**config.mk**
```make
export PLATFORM = sky130hd
export DESIGN_NAME = pmlc_power_monitor
export DESIGN_NICKNAME = d
export VERILOG_FILES = /design/src/pkg/pmlc_pkg.sv /design/src/hw/pmlc_i2c_slave.sv /design/src/hw/pmlc_power_monitor.sv
export SDC_FILE = /design/constraint.sdc
export NUM_CORES = 2
export LEC_CHECK = 0
export BUFFER_PORTS_ARGS = -buffer_cell sky130_fd_sc_hd__buf_2
export CAP_MARGIN = 40
export CORE_AREA = 2 2 240 242
export CTS_BUF_LIST = sky130_fd_sc_hd__clkbuf_16
export CTS_CLUSTER_SIZE = 28
export DETAILED_ROUTE_END_ITERATION = 10
export DIE_AREA = 0 0 242 244
export GPL_TIMING_DRIVEN = 0
export PLACE_DENSITY_LB_ADDON = 0.25
export RECOVER_POWER = 100
export SYNTH_ARGS = -nofsm -noshare
export SYNTH_HDL_FRONTEND = slang
export SYNTH_SLANG_ARGS = --single-unit
```
**constraint.sdc**
```tcl
create_clock -name clk_sys -period 9.55 [get_ports clk_sys]
set_input_delay 1.91 -clock clk_sys [delete_from_list [all_inputs] [get_ports clk_sys]]
set_output_delay 1.91 -clock clk_sys [all_outputs]
set_load 0.01 [all_outputs]
```
**src/pkg/pmlc_pkg.sv**
```systemverilog
// shared constants of the power monitor limit compare block
`default_nettype none

package pmlc_pkg;

	// ************************************************************
	// register pointer addresses
	// ************************************************************
	localparam logic [7:0]  ADDR_SHUNT_CAL    = 8'h02;
	localparam logic [7:0]  ADDR_SHUNT_RESULT = 8'h04;
	localparam logic [7:0]  ADDR_BUS_RESULT   = 8'h05;
	localparam logic [7:0]  ADDR_TEMP_RESULT  = 8'h06;
	localparam logic [7:0]  ADDR_CURRENT      = 8'h07;
	localparam logic [7:0]  ADDR_POWER        = 8'h08;
	localparam logic [7:0]  ADDR_DIAG         = 8'h0B;
	localparam logic [7:0]  ADDR_SHUNT_OVER   = 8'h0C;
	localparam logic [7:0]  ADDR_SHUNT_UNDER  = 8'h0D;
	localparam logic [7:0]  ADDR_BUS_OVER     = 8'h0E;
	localparam logic [7:0]  ADDR_BUS_UNDER    = 8'h0F;
	localparam logic [7:0]  ADDR_TEMP_LIMIT   = 8'h10;
	localparam logic [7:0]  ADDR_POWER_LIMIT  = 8'h11;
	localparam logic [7:0]  ADDR_IDENTITY     = 8'h3E;

	// ************************************************************
	// reset values
	// ************************************************************
	localparam logic [15:0] SHUNT_OVER_RST    = 16'h7FFF;
	localparam logic [15:0] SHUNT_UNDER_RST   = 16'h8000;
	localparam logic [14:0] BUS_OVER_RST      = 15'h7FFF;
	localparam logic [14:0] BUS_UNDER_RST     = 15'h0000;
	localparam logic [11:0] TEMP_LIMIT_RST    = 12'h7FF;
	localparam logic [15:0] POWER_LIMIT_RST   = 16'hFFFF;
	localparam logic [14:0] SHUNT_CAL_RST     = 15'h1000;
	localparam logic [3:0]  DIAG_CTL_RST      = 4'h0;

	// ************************************************************
	// diagnostic flag register field positions
	// ************************************************************
	localparam int          DIAG_LATCH        = 15;
	localparam int          DIAG_CNVR         = 14;
	localparam int          DIAG_APOL         = 12;
	localparam int          DIAG_CTL_LSB      = 12;
	localparam int          FLAG_TEMP_OVER    = 7;
	localparam int          FLAG_SHUNT_OVER   = 6;
	localparam int          FLAG_SHUNT_UNDER  = 5;
	localparam int          FLAG_BUS_OVER     = 4;
	localparam int          FLAG_BUS_UNDER    = 3;
	localparam int          FLAG_POWER_OVER   = 2;
	localparam int          FLAG_CONV_READY   = 1;

	// ************************************************************
	// arithmetic scaling and timing
	// ************************************************************
	localparam int          CURRENT_SHIFT     = 11;
	localparam int          POWER_SHIFT       = 6;
	localparam int          CLK_PERIOD_NS     = 40;
	localparam int          MIN_CONV_TIME_NS  = 50000;
	localparam logic [10:0] MIN_CONV_CYCLES   =
		11'((MIN_CONV_TIME_NS + CLK_PERIOD_NS - 1) / CLK_PERIOD_NS);

endpackage

`default_nettype wire

```
**src/hw/pmlc_i2c_slave.sv**
```systemverilog
// two-wire serial register port of the power monitor
`timescale 1ns/100ps
`default_nettype none

module pmlc_i2c_slave
	import pmlc_pkg::*;
#(
	parameter logic [6:0] DEV_ADDR = 7'h40
) (
	input  wire logic        clk_sys,
	input  wire logic        reset,
	input  wire logic        sclIn,
	input  wire logic        sdaIn,
	output logic             sdaOut,
	output logic             sdaOeN,
	output logic             wrStb,
	output logic [7:0]       regAddr,
	output logic [15:0]      wrData,
	output logic             rdStb,
	input  wire logic [15:0] rdData
);

	typedef enum logic [2:0] {S_IDLE, S_RX, S_RXACK, S_ACK, S_TX, S_MACK} pmlc_i2c_state_type;

	// ************************************************************
	// pin synchronisers
	// ************************************************************
	logic sclMeta_q, sclSync_q, sclPrev_q, sdaMeta_q, sdaSync_q, sdaPrev_q;
	always_ff @(posedge clk_sys) begin
		if (reset) begin
			sclMeta_q <= 1'b1;
			sclSync_q <= 1'b1;
			sclPrev_q <= 1'b1;
			sdaMeta_q <= 1'b1;
			sdaSync_q <= 1'b1;
			sdaPrev_q <= 1'b1;
		end else begin
			sclMeta_q <= sclIn;
			sclSync_q <= sclMeta_q;
			sclPrev_q <= sclSync_q;
			sdaMeta_q <= sdaIn;
			sdaSync_q <= sdaMeta_q;
			sdaPrev_q <= sdaSync_q;
		end
	end

	logic sclRise, sclFall, startCond, stopCond;
	assign sclRise   = sclSync_q & ~sclPrev_q;
	assign sclFall   = ~sclSync_q & sclPrev_q;
	assign startCond = sclSync_q & sclPrev_q & sdaPrev_q & ~sdaSync_q;
	assign stopCond  = sclSync_q & sclPrev_q & ~sdaPrev_q & sdaSync_q;

	// ************************************************************
	// byte engine
	// ************************************************************
	pmlc_i2c_state_type st_q, st_d;
	logic [2:0]  cnt_q, cnt_d;
	logic [1:0]  phase_q, phase_d;
	logic [7:0]  sh_q, sh_d, ptr_q, ptr_d, hi_q, hi_d;
	logic [15:0] tx_q, tx_d, wdat_q, wdat_d;
	logic        rw_q, rw_d, lo_q, lo_d, oeN_q, oeN_d, wr_q, wr_d, rd_q, rd_d;

	always_comb begin
		logic [15:0] word;
		word    = tx_q;
		st_d    = st_q;
		cnt_d   = cnt_q;
		phase_d = phase_q;
		sh_d    = sh_q;
		ptr_d   = ptr_q;
		hi_d    = hi_q;
		tx_d    = tx_q;
		wdat_d  = wdat_q;
		rw_d    = rw_q;
		lo_d    = lo_q;
		oeN_d   = oeN_q;
		wr_d    = 1'b0;
		rd_d    = 1'b0;
		if (startCond) begin
			st_d    = S_RX;
			cnt_d   = 3'd0;
			phase_d = 2'd0;
			oeN_d   = 1'b1;
		end else if (stopCond) begin
			st_d  = S_IDLE;
			oeN_d = 1'b1;
		end else begin
			case (st_q)
				S_RX: begin
					if (sclRise) begin
						sh_d  = {sh_q[6:0], sdaSync_q};
						cnt_d = cnt_q + 3'd1;
						if (cnt_q == 3'd7) st_d = S_RXACK;
					end
				end
				S_RXACK: begin
					if (sclFall) begin
						oeN_d = 1'b0;
						st_d  = S_ACK;
						case (phase_q)
							2'd0: begin
								if (sh_q[7:1] != DEV_ADDR) begin
									oeN_d = 1'b1;
									st_d  = S_IDLE;
								end else begin
									rw_d = sh_q[0];
									if (sh_q[0]) begin
										tx_d = rdData;
										rd_d = 1'b1;
										lo_d = 1'b0;
									end
								end
							end
							2'd1: ptr_d = sh_q;
							2'd2: hi_d = sh_q;
							default: begin
								wdat_d = {hi_q, sh_q};
								wr_d   = 1'b1;
							end
						endcase
					end
				end
				S_ACK: begin
					if (sclFall) begin
						cnt_d = 3'd0;
						if (phase_q == 2'd0 && rw_q) begin
							st_d  = S_TX;
							oeN_d = tx_q[15];
							tx_d  = {tx_q[14:0], 1'b0};
						end else begin
							st_d    = S_RX;
							oeN_d   = 1'b1;
							phase_d = (phase_q == 2'd3) ? 2'd2 : phase_q + 2'd1;
						end
					end
				end
				S_TX: begin
					if (sclRise) begin
						cnt_d = cnt_q + 3'd1;
					end else if (sclFall) begin
						if (cnt_q == 3'd0) begin
							oeN_d = 1'b1;
							st_d  = S_MACK;
						end else begin
							oeN_d = tx_q[15];
							tx_d  = {tx_q[14:0], 1'b0};
						end
					end
				end
				S_MACK: begin
					if (sclRise) begin
						if (sdaSync_q) st_d = S_IDLE;
						else cnt_d = 3'd1;
					end else if (sclFall && cnt_q == 3'd1) begin
						word  = lo_q ? rdData : tx_q;
						rd_d  = lo_q;
						oeN_d = word[15];
						tx_d  = {word[14:0], 1'b0};
						lo_d  = ~lo_q;
						cnt_d = 3'd0;
						st_d  = S_TX;
					end
				end
				default: st_d = S_IDLE;
			endcase
		end
	end

	always_ff @(posedge clk_sys) begin
		if (reset) begin
			st_q    <= S_IDLE;
			cnt_q   <= 3'd0;
			phase_q <= 2'd0;
			sh_q    <= 8'h00;
			ptr_q   <= 8'h00;
			hi_q    <= 8'h00;
			tx_q    <= 16'h0000;
			wdat_q  <= 16'h0000;
			rw_q    <= 1'b0;
			lo_q    <= 1'b0;
			oeN_q   <= 1'b1;
			wr_q    <= 1'b0;
			rd_q    <= 1'b0;
		end else begin
			st_q    <= st_d;
			cnt_q   <= cnt_d;
			phase_q <= phase_d;
			sh_q    <= sh_d;
			ptr_q   <= ptr_d;
			hi_q    <= hi_d;
			tx_q    <= tx_d;
			wdat_q  <= wdat_d;
			rw_q    <= rw_d;
			lo_q    <= lo_d;
			oeN_q   <= oeN_d;
			wr_q    <= wr_d;
			rd_q    <= rd_d;
		end
	end

	assign sdaOut  = 1'b0;
	assign sdaOeN  = oeN_q;
	assign wrStb   = wr_q;
	assign rdStb   = rd_q;
	assign regAddr = ptr_q;
	assign wrData  = wdat_q;

endmodule

`default_nettype wire

```
**src/hw/pmlc_power_monitor.sv**
```systemverilog
// limit comparison, result scaling and registers of the power monitor
//
// Behaviour
// - trim checksum error clears memory-ok bit
// - shunt over limit signed, resets 7FFF
// - negative over limit trips on zero shunt
// - shunt under limit signed, resets 8000
// - bus over limit 15 bits, top zero
// - bus under limit 15 bits, resets zero
// - temperature limit bits 15:4, compared directly
// - power limit step equals 256 power steps
// - read-only identity register, fixed contents
// - shunt result and thresholds share scaling
// - shunt signed, bus non-negative, 16 bits
// - die temperature 12-bit two's complement
// - current from shunt and calibration, zero cal
// - power is 24-bit unsigned result
// - conversions spaced at least 50 us
// - shunt over flag set when exceeded
// - latched flags hold until diagnostic read
`timescale 1ns/100ps
`default_nettype none

module pmlc_power_monitor
	import pmlc_pkg::*;
#(
	parameter logic [6:0]  DEV_ADDR      = 7'h40,
	parameter logic [15:0] IDENTITY_CODE = 16'h4D4F  // arbitrary value
) (
	input  wire logic        clk_sys,
	input  wire logic        reset,
	input  wire logic        sclIn,
	input  wire logic        sdaIn,
	output logic             sdaOut,
	output logic             sdaOeN,
	output logic             alertOut,
	output logic             alertOeN,
	input  wire logic        shuntValid,
	input  wire logic [15:0] shuntResult,
	input  wire logic        busValid,
	input  wire logic [15:0] busResult,
	input  wire logic        tempValid,
	input  wire logic [11:0] tempResult,
	input  wire logic        trimChecksumErr
);

	// ************************************************************
	// register port
	// ************************************************************
	logic        wrStb, rdStb;
	logic [7:0]  regAddr;
	logic [15:0] wrData, rdData;

	pmlc_i2c_slave #(.DEV_ADDR(DEV_ADDR)) u_port (
		.clk_sys (clk_sys),
		.reset   (reset),
		.sclIn   (sclIn),
		.sdaIn   (sdaIn),
		.sdaOut  (sdaOut),
		.sdaOeN  (sdaOeN),
		.wrStb   (wrStb),
		.regAddr (regAddr),
		.wrData  (wrData),
		.rdStb   (rdStb),
		.rdData  (rdData)
	);

	function automatic logic hitWrite(input logic stb, input logic [7:0] a, input logic [7:0] target);
		return stb && (a == target);
	endfunction

	// ************************************************************
	// configuration registers
	// ************************************************************
	logic [15:0] shuntOverThr_q, shuntOverThr_d, shuntUnderThr_q, shuntUnderThr_d, powerLimit_q, powerLimit_d;
	logic [14:0] busOverThr_q, busOverThr_d, busUnderThr_q, busUnderThr_d, shuntCal_q, shuntCal_d;
	logic [11:0] tempLimit_q, tempLimit_d;
	logic [3:0]  diagCtl_q, diagCtl_d;
	logic        latchMode;

	always_comb begin
		shuntOverThr_d  = shuntOverThr_q;
		shuntUnderThr_d = shuntUnderThr_q;
		busOverThr_d    = busOverThr_q;
		busUnderThr_d   = busUnderThr_q;
		tempLimit_d     = tempLimit_q;
		powerLimit_d    = powerLimit_q;
		shuntCal_d      = shuntCal_q;
		diagCtl_d       = diagCtl_q;
		if (hitWrite(wrStb, regAddr, ADDR_SHUNT_OVER)) shuntOverThr_d = wrData;
		if (hitWrite(wrStb, regAddr, ADDR_SHUNT_UNDER)) shuntUnderThr_d = wrData;
		if (hitWrite(wrStb, regAddr, ADDR_BUS_OVER)) busOverThr_d = wrData[14:0];
		if (hitWrite(wrStb, regAddr, ADDR_BUS_UNDER)) busUnderThr_d = wrData[14:0];
		if (hitWrite(wrStb, regAddr, ADDR_TEMP_LIMIT)) tempLimit_d = wrData[15:4];
		if (hitWrite(wrStb, regAddr, ADDR_POWER_LIMIT)) powerLimit_d = wrData;
		if (hitWrite(wrStb, regAddr, ADDR_SHUNT_CAL)) shuntCal_d = wrData[14:0];
		if (hitWrite(wrStb, regAddr, ADDR_DIAG)) diagCtl_d = wrData[15:DIAG_CTL_LSB];
	end

	always_ff @(posedge clk_sys) begin
		if (reset) begin
			shuntOverThr_q  <= SHUNT_OVER_RST;
			shuntUnderThr_q <= SHUNT_UNDER_RST;
			busOverThr_q    <= BUS_OVER_RST;
			busUnderThr_q   <= BUS_UNDER_RST;
			tempLimit_q     <= TEMP_LIMIT_RST;
			powerLimit_q    <= POWER_LIMIT_RST;
			shuntCal_q      <= SHUNT_CAL_RST;
			diagCtl_q       <= DIAG_CTL_RST;
		end else begin
			shuntOverThr_q  <= shuntOverThr_d;
			shuntUnderThr_q <= shuntUnderThr_d;
			busOverThr_q    <= busOverThr_d;
			busUnderThr_q   <= busUnderThr_d;
			tempLimit_q     <= tempLimit_d;
			powerLimit_q    <= powerLimit_d;
			shuntCal_q      <= shuntCal_d;
			diagCtl_q       <= diagCtl_d;
		end
	end

	assign latchMode = diagCtl_q[DIAG_LATCH - DIAG_CTL_LSB];

	// ************************************************************
	// conversion spacing and result registers
	// ************************************************************
	logic [10:0]        gap_q, gap_d;
	logic               gapOk, shuntAcc, busAcc, tempAcc, anyAcc;
	logic [15:0]        shuntRes_q, shuntRes_d, busRes_q, busRes_d, current_q, current_d, curMag;
	logic [11:0]        tempRes_q, tempRes_d;
	logic [23:0]        power_q, power_d;
	logic               powerPend_q, powerPend_d, mathOf_q, mathOf_d, trimOk_q, trimOk_d;
	logic signed [31:0] curProd, curShift;
	logic [31:0]        powProd, powShift;
	logic               curOvf, powOvf;

	// results closer than the shortest conversion are dropped
	assign gapOk    = gap_q >= MIN_CONV_CYCLES;
	assign shuntAcc = shuntValid & gapOk;
	assign busAcc   = busValid & gapOk;
	assign tempAcc  = tempValid & gapOk;
	assign anyAcc   = shuntAcc | busAcc | tempAcc;

	// current scaled from shunt result and calibration
	assign curProd  = $signed(shuntResult) * $signed({1'b0, shuntCal_q});
	assign curShift = curProd >>> CURRENT_SHIFT;
	assign curOvf   = curShift[31:15] != {17{curShift[15]}};
	// power magnitude, saturated to 24 bits
	assign curMag   = current_q[15] ? 16'(-current_q) : current_q;
	assign powProd  = curMag * busRes_q;
	assign powShift = powProd >> POWER_SHIFT;
	assign powOvf   = |powShift[31:24];

	always_comb begin
		gap_d       = anyAcc ? 11'd1 : (gapOk ? gap_q : gap_q + 11'd1);
		shuntRes_d  = shuntRes_q;
		busRes_d    = busRes_q;
		tempRes_d   = tempRes_q;
		current_d   = current_q;
		power_d     = power_q;
		mathOf_d    = mathOf_q;
		powerPend_d = shuntAcc | busAcc;
		// checksum error clears the memory-ok bit until reset
		trimOk_d    = trimOk_q & ~trimChecksumErr;
		// signed shunt and non-negative bus words
		if (shuntAcc) begin
			shuntRes_d = shuntResult;
			mathOf_d   = 1'b0;
			// zero calibration gives a zero product
			current_d  = curOvf ? (curShift[31] ? 16'h8000 : 16'h7FFF) : curShift[15:0];
			if (curOvf) mathOf_d = 1'b1;
		end
		if (busAcc) busRes_d = busResult;
		if (tempAcc) tempRes_d = tempResult;
		// power follows one cycle after its inputs
		if (powerPend_q) begin
			power_d = powOvf ? 24'hFF_FFFF : powShift[23:0];
			if (powOvf) mathOf_d = 1'b1;
		end
	end

	always_ff @(posedge clk_sys) begin
		if (reset) begin
			gap_q       <= MIN_CONV_CYCLES;
			shuntRes_q  <= 16'h0000;
			busRes_q    <= 16'h0000;
			tempRes_q   <= 12'h000;
			current_q   <= 16'h0000;
			power_q     <= 24'h00_0000;
			powerPend_q <= 1'b0;
			mathOf_q    <= 1'b0;
			trimOk_q    <= 1'b1;
		end else begin
			gap_q       <= gap_d;
			shuntRes_q  <= shuntRes_d;
			busRes_q    <= busRes_d;
			tempRes_q   <= tempRes_d;
			current_q   <= current_d;
			power_q     <= power_d;
			powerPend_q <= powerPend_d;
			mathOf_q    <= mathOf_d;
			trimOk_q    <= trimOk_d;
		end
	end

	// ************************************************************
	// limit flags
	// ************************************************************
	logic [7:1] flags_q, flags_d, trip, evt;
	logic       rdDiag;

	assign rdDiag = hitWrite(rdStb, regAddr, ADDR_DIAG);

	// compare on the result that is being loaded this cycle
	always_comb begin
		trip = '0;
		evt  = '0;
		trip[FLAG_TEMP_OVER]   = $signed(tempResult) > $signed(tempLimit_q);
		// signed compare, zero exceeds a negative limit
		trip[FLAG_SHUNT_OVER]  = $signed(shuntResult) > $signed(shuntOverThr_q);
		trip[FLAG_SHUNT_UNDER] = $signed(shuntResult) < $signed(shuntUnderThr_q);
		trip[FLAG_BUS_OVER]    = busResult > {1'b0, busOverThr_q};
		trip[FLAG_BUS_UNDER]   = busResult < {1'b0, busUnderThr_q};
		trip[FLAG_POWER_OVER]  = power_d[23:8] > powerLimit_q;
		trip[FLAG_CONV_READY]  = 1'b1;
		evt[FLAG_TEMP_OVER]    = tempAcc;
		evt[FLAG_SHUNT_OVER]   = shuntAcc;
		evt[FLAG_SHUNT_UNDER]  = shuntAcc;
		evt[FLAG_BUS_OVER]     = busAcc;
		evt[FLAG_BUS_UNDER]    = busAcc;
		evt[FLAG_POWER_OVER]   = powerPend_q;
		evt[FLAG_CONV_READY]   = anyAcc;
	end

	function automatic logic flagNext(input logic old, input logic clr, input logic ev,
		input logic tr, input logic lat);
		logic v;
		v = clr ? 1'b0 : old;
		if (ev) v = lat ? (v | tr) : tr;
		return v;
	endfunction

	genvar gi;
	generate
		for (gi = 1; gi <= 7; gi++) begin : g_flag
			// latched flags hold until a diagnostic read, a new event wins
			assign flags_d[gi] = flagNext(flags_q[gi], rdDiag & (latchMode | (gi == FLAG_CONV_READY)),
				evt[gi], trip[gi], latchMode | (gi == FLAG_CONV_READY));
		end
	endgenerate

	// ************************************************************
	// alert pin
	// ************************************************************
	logic alertAct, alertOeN_q, alertOeN_d, alertOut_q;
	assign alertAct   = (|flags_q[7:2]) | (diagCtl_q[DIAG_CNVR - DIAG_CTL_LSB] & flags_q[FLAG_CONV_READY]);
	assign alertOeN_d = ~(alertAct ^ diagCtl_q[DIAG_APOL - DIAG_CTL_LSB]);

	always_ff @(posedge clk_sys) begin
		if (reset) begin
			flags_q    <= '0;
			alertOeN_q <= 1'b1;
			alertOut_q <= 1'b0;
		end else begin
			flags_q    <= flags_d;
			alertOeN_q <= alertOeN_d;
			alertOut_q <= 1'b0;
		end
	end

	assign alertOut = alertOut_q;
	assign alertOeN = alertOeN_q;

	// ************************************************************
	// read data
	// ************************************************************
	always_comb begin
		case (regAddr)
			ADDR_SHUNT_CAL:    rdData = {1'b0, shuntCal_q};
			ADDR_SHUNT_RESULT: rdData = shuntRes_q;
			ADDR_BUS_RESULT:   rdData = busRes_q;
			ADDR_TEMP_RESULT:  rdData = {tempRes_q, 4'h0};
			ADDR_CURRENT:      rdData = current_q;
			ADDR_POWER:        rdData = power_q[23:8];
			ADDR_DIAG:         rdData = {diagCtl_q, 2'b00, mathOf_q, 1'b0, flags_q, trimOk_q};
			// thresholds read back raw, same scale as results
			ADDR_SHUNT_OVER:   rdData = shuntOverThr_q;
			ADDR_SHUNT_UNDER:  rdData = shuntUnderThr_q;
			ADDR_BUS_OVER:     rdData = {1'b0, busOverThr_q};
			ADDR_BUS_UNDER:    rdData = {1'b0, busUnderThr_q};
			ADDR_TEMP_LIMIT:   rdData = {tempLimit_q, 4'h0};
			ADDR_POWER_LIMIT:  rdData = powerLimit_q;
			ADDR_IDENTITY:     rdData = IDENTITY_CODE;
			default:           rdData = 16'h0000;
		endcase
	end
endmodule

`default_nettype wire

```
==> impl_results.md <==
- Fin crit period: 9.57 ns
- Failing checks: capacitance limit, slew limit, setup timing
- Critical Path Fanout Max: 4
- CTS H-Tree Depth: 1
- Worst setup margin: -0.0174 ns
- Final wirelength: 109 mm
- TritonCTS Sinks: 282
- Reg clk slew, reported paths: 0.07 ns
- Layout cells sized above 1: 5.92%
- Sw Ratio: 41.2%
- Crit-path most repeated cell: o21a_1
- Pre-antenna DRT Iters: 6
- Dominant synthesized flop cell: dfxtp_1
- Die area: 0.0590 sq mm
- Pre-CTS WS: -1.54 ns
- Wire per inst: 22.8 um
- First-pass GRT wire length: 166 mm
- Worst slew margin: -5.28%
- Num CTS Buffers: 30
- Synthesized area: 0.0324 sq mm
- Fin crit share: 100%
- Gr usage total: 36.8%
- Final HPWL from detailed placement: 86.0 mm
- Sequential share of power: 32.1%
- Hold_ws: 0.416 ns
- Clock share of power: 27.2%
- Die width: 242 um
- Ports: 56
- RSZ-0062 raised after global routing: yes
- Worst slew pin tran: 1.56 ns
- Row cnt: 87
- Core area: 0.0562 sq mm
- Status: finished, violations left
- Final Hold Viols: 0
- Reg2Reg Setup Slack: -0.02 ns
- Top cells by area, synth: fa_1, dfxtp_1, ha_1
- Mean Syn Cell Area: 8.39 sq um
- Fmax: 105 MHz
- Final nets: 4,758
- Cell internal pwr: 2.68 mW
- CP required: 10.02 ns
- Crit Path Class: flip-flop to flip-flop
- # port buffers: 52
- CP peak stage delay: 0.61 ns
- Switch Pwr: 1.87 mW
- EDFF count, synth: 0
- CTS tree: done
- Final RePlAce weighted congestion: 1.04
- Post-synth top area share: 27.0%
- Cell Pwr Density: 129 mW/mm^2
- Clock Path Buffers: 3
- Final Max Slew Viols: 8
- Synthesized instance count: 3,864
- Worst Path Arrival: 10.04 ns
- CTS root buf: clkbuf_16
- Peak supply drop: 0.000170 V
- Vias in the first global route: 28,300
- Largest net degree at the start of global routing: 15
- GRT overflow: 0
- Critical path's slowest cell: fa_2
- Combinational power share: 40.7%
- Seq/Total Area, Yosys: 17.4%
- Leakage: 16.3 nW
- Skew-Pair Late Insertion Delay: 0.58 ns
- Worst hold-check path type: flip-flop to flip-flop
- Synth-to-layout area growth: 9.04%
- Layout Skew: 0.0159 ns
- Fin cells: 4,779
- Worst Setup Start Kind: flip-flop
- Die Y: 244 um
- DRT iter0 DRCs: 2,891
- Fraction of registers with async set/reset: 0%
- Initial antenna violation count: 5
- DRC violations left: 0
- Post-synth top area cell: fa_1
- Ys Warns: 0
- Final Setup Violations: 1
- Total of max-cap violations: 1
- Distinct cells, synth: 91
- Final core utilization: 63.0%
- Detail Route Antenna Nets: 0
- Yosys reg bits: 282
- Starting Density: 57.7%
- TNS Setup: -0.0174 ns
- Routed vias: 28,700
- Vias per inst: 5.99
- Placed Cells: 4,685
- CP endpoint kind: flip-flop
==> final cells by class <==
| type | count | area, sq um |
|---|---|---|
| Buffer | 208 | 892 |
| Multi-Input combinational cell | 2768 | 24000 |
| Sequential cell | 282 | 5660 |
| Tap cell | 756 | 946 |
| Clock inverter | 25 | 240 |
| Fill cell | 5003 | 20800 |
| Inverter | 607 | 2280 |
| Clock buffer | 31 | 776 |
| Antenna cell | 6 | 15.0 |
| Timing Repair Buffer | 96 | 603 |
==> flip-flops by register name, indices dropped and copies added (netlist names), 16 cells and up <==
name,count
u_port.wrData,16
power_q,16
busRes_q,16
shuntOverThr_q,16
shuntUnderThr_q,16
current_q,16
shuntRes_q,16
powerLimit_q,16
u_port.tx_q,16
==> metal layers <==
metal	routed length [um]	share of wire, %	track usage, %	vias up
li1	-	-	-	12800
met1	43600	40	49.6	14000
met2	47100	43	57.1	1505
met3	11400	10	6.62	356
met4	6890	6.3	18.9	2
met5	10	0.0092	0	-
==> synth_stat cells (8+ instances only) <==
cell type / n
a211oi_1: 36
clkbuf_2: 8
inv_1: 607
nor4_1: 9
a21o_1: 34
a21oi_1: 209
and2_1: 234
a31oi_1: 8
o21ai_0: 88
nand4_1: 28
a22o_1: 24
o22ai_1: 8
fa_1: 438
ha_1: 275
mux2i_1: 27
clkbuf_1: 179
o211ai_1: 39
dfxtp_1: 282
nor2b_1: 27
xor2_1: 21
nor2_1: 148
a222oi_1: 11
a221oi_1: 30
or4_1: 8
nand2_1: 614
nand2b_1: 21
o21a_1: 25
o31ai_1: 9
nor3_1: 31
a22oi_1: 35
buf_2: 10
nand3_1: 137
xnor2_1: 46
and3_1: 17
==> worst max-delay path: cells and delay by family, from the launching register on <==
kind	cells	cell delay [ns]
AND/OR/NAND/NOR	9	1.98
XOR/XNOR	1	0.14
multiplexers	1	0.35
flip-flops	1	0.35
adder cells (fa/ha/maj)	8	3.42
AO/OA/AOI/OAI	12	2.76
buffers and inverters	5	0.48
==> cell families after synthesis <==
| kind of cell | Yosys count | share of synthesized area (%) |
|---|---|---|
| other cells | 1 | 0.0116 |
| xor+xnor | 67 | 1.81 |
| mux | 32 | 1.15 |
| compound gates | 637 | 13.2 |
| simple gates | 1317 | 19.2 |
| buf+inv | 815 | 9.58 |
| flops | 282 | 17.4 |
| fa+ha+maj | 713 | 37.6 |
==> power by group through the flow <==
| stage | sequential, mW | combinational [mW] | clock [mW] |
|---|---|---|---|
| 2_1_floorplan | 1.38 | 1.08 | 0 |
| 3_3_place_gp | 1.47 | 1.55 | 0 |
| 3_5_place_dp | 1.47 | 1.58 | 0 |
| 4_1_cts | 1.45 | 1.78 | 1.23 |
| 5_1_grt | 1.46 | 2.02 | 1.28 |
| 6_report | 1.46 | 1.85 | 1.24 |
==> final timing paths <==
check	from	to	cells past startpoint
setup / recovery	current_q[4]$_SDFFE_PP0P_	flags_q[2]$_SDFF_PP0_	36
hold / removal	u_port.sclMeta_q$_SDFF_PP1_	u_port.sclSync_q$_SDFF_PP1_	1
setup reg to reg	current_q[4]$_SDFFE_PP0P_	flags_q[2]$_SDFF_PP0_	36
hold reg to reg	u_port.sclMeta_q$_SDFF_PP1_	u_port.sclSync_q$_SDFF_PP1_	1
==> through the flow <==
step           power (mW)  cell area, sq um
6_report             4.55             35400
5_1_grt              4.76             35300
4_1_cts              4.47             35300
3_5_place_dp         3.04             33800
3_3_place_gp         3.01             33600
2_1_floorplan        2.45             32400
==> cell usage in the layout, fill, tap and decap left out, drive strengths merged, types with 18 or more instances in the layout <==
| cell | count |
|---|---|
| and3 | 18 |
| xor2 | 21 |
| nand4 | 28 |
| dfxtp | 282 |
| o21a | 25 |
| xnor2 | 46 |
| nor3 | 32 |
| nand2b | 22 |
| a21o | 34 |
| o211ai | 40 |
| a221oi | 30 |
| mux2i | 29 |
| o21ai | 90 |
| fa | 438 |
| nor2 | 148 |
| clkbuf | 225 |
| buf | 109 |
| a22o | 24 |
| and2 | 235 |
| nand2 | 614 |
| nand3 | 137 |
| a22oi | 35 |
| ha | 275 |
| inv | 612 |
| a21oi | 209 |
| a211oi | 37 |
| nor2b | 27 |
==> repair_timing <==
action	4_1_cts	5_1_grt
setup buffers	29	3
hold buffers	0	0
pin swaps	35	18
gates resized for setup	72	13
cloned	0	0
endpoints found under the setup margin	1	1
(Power assumes the default switching activity.)
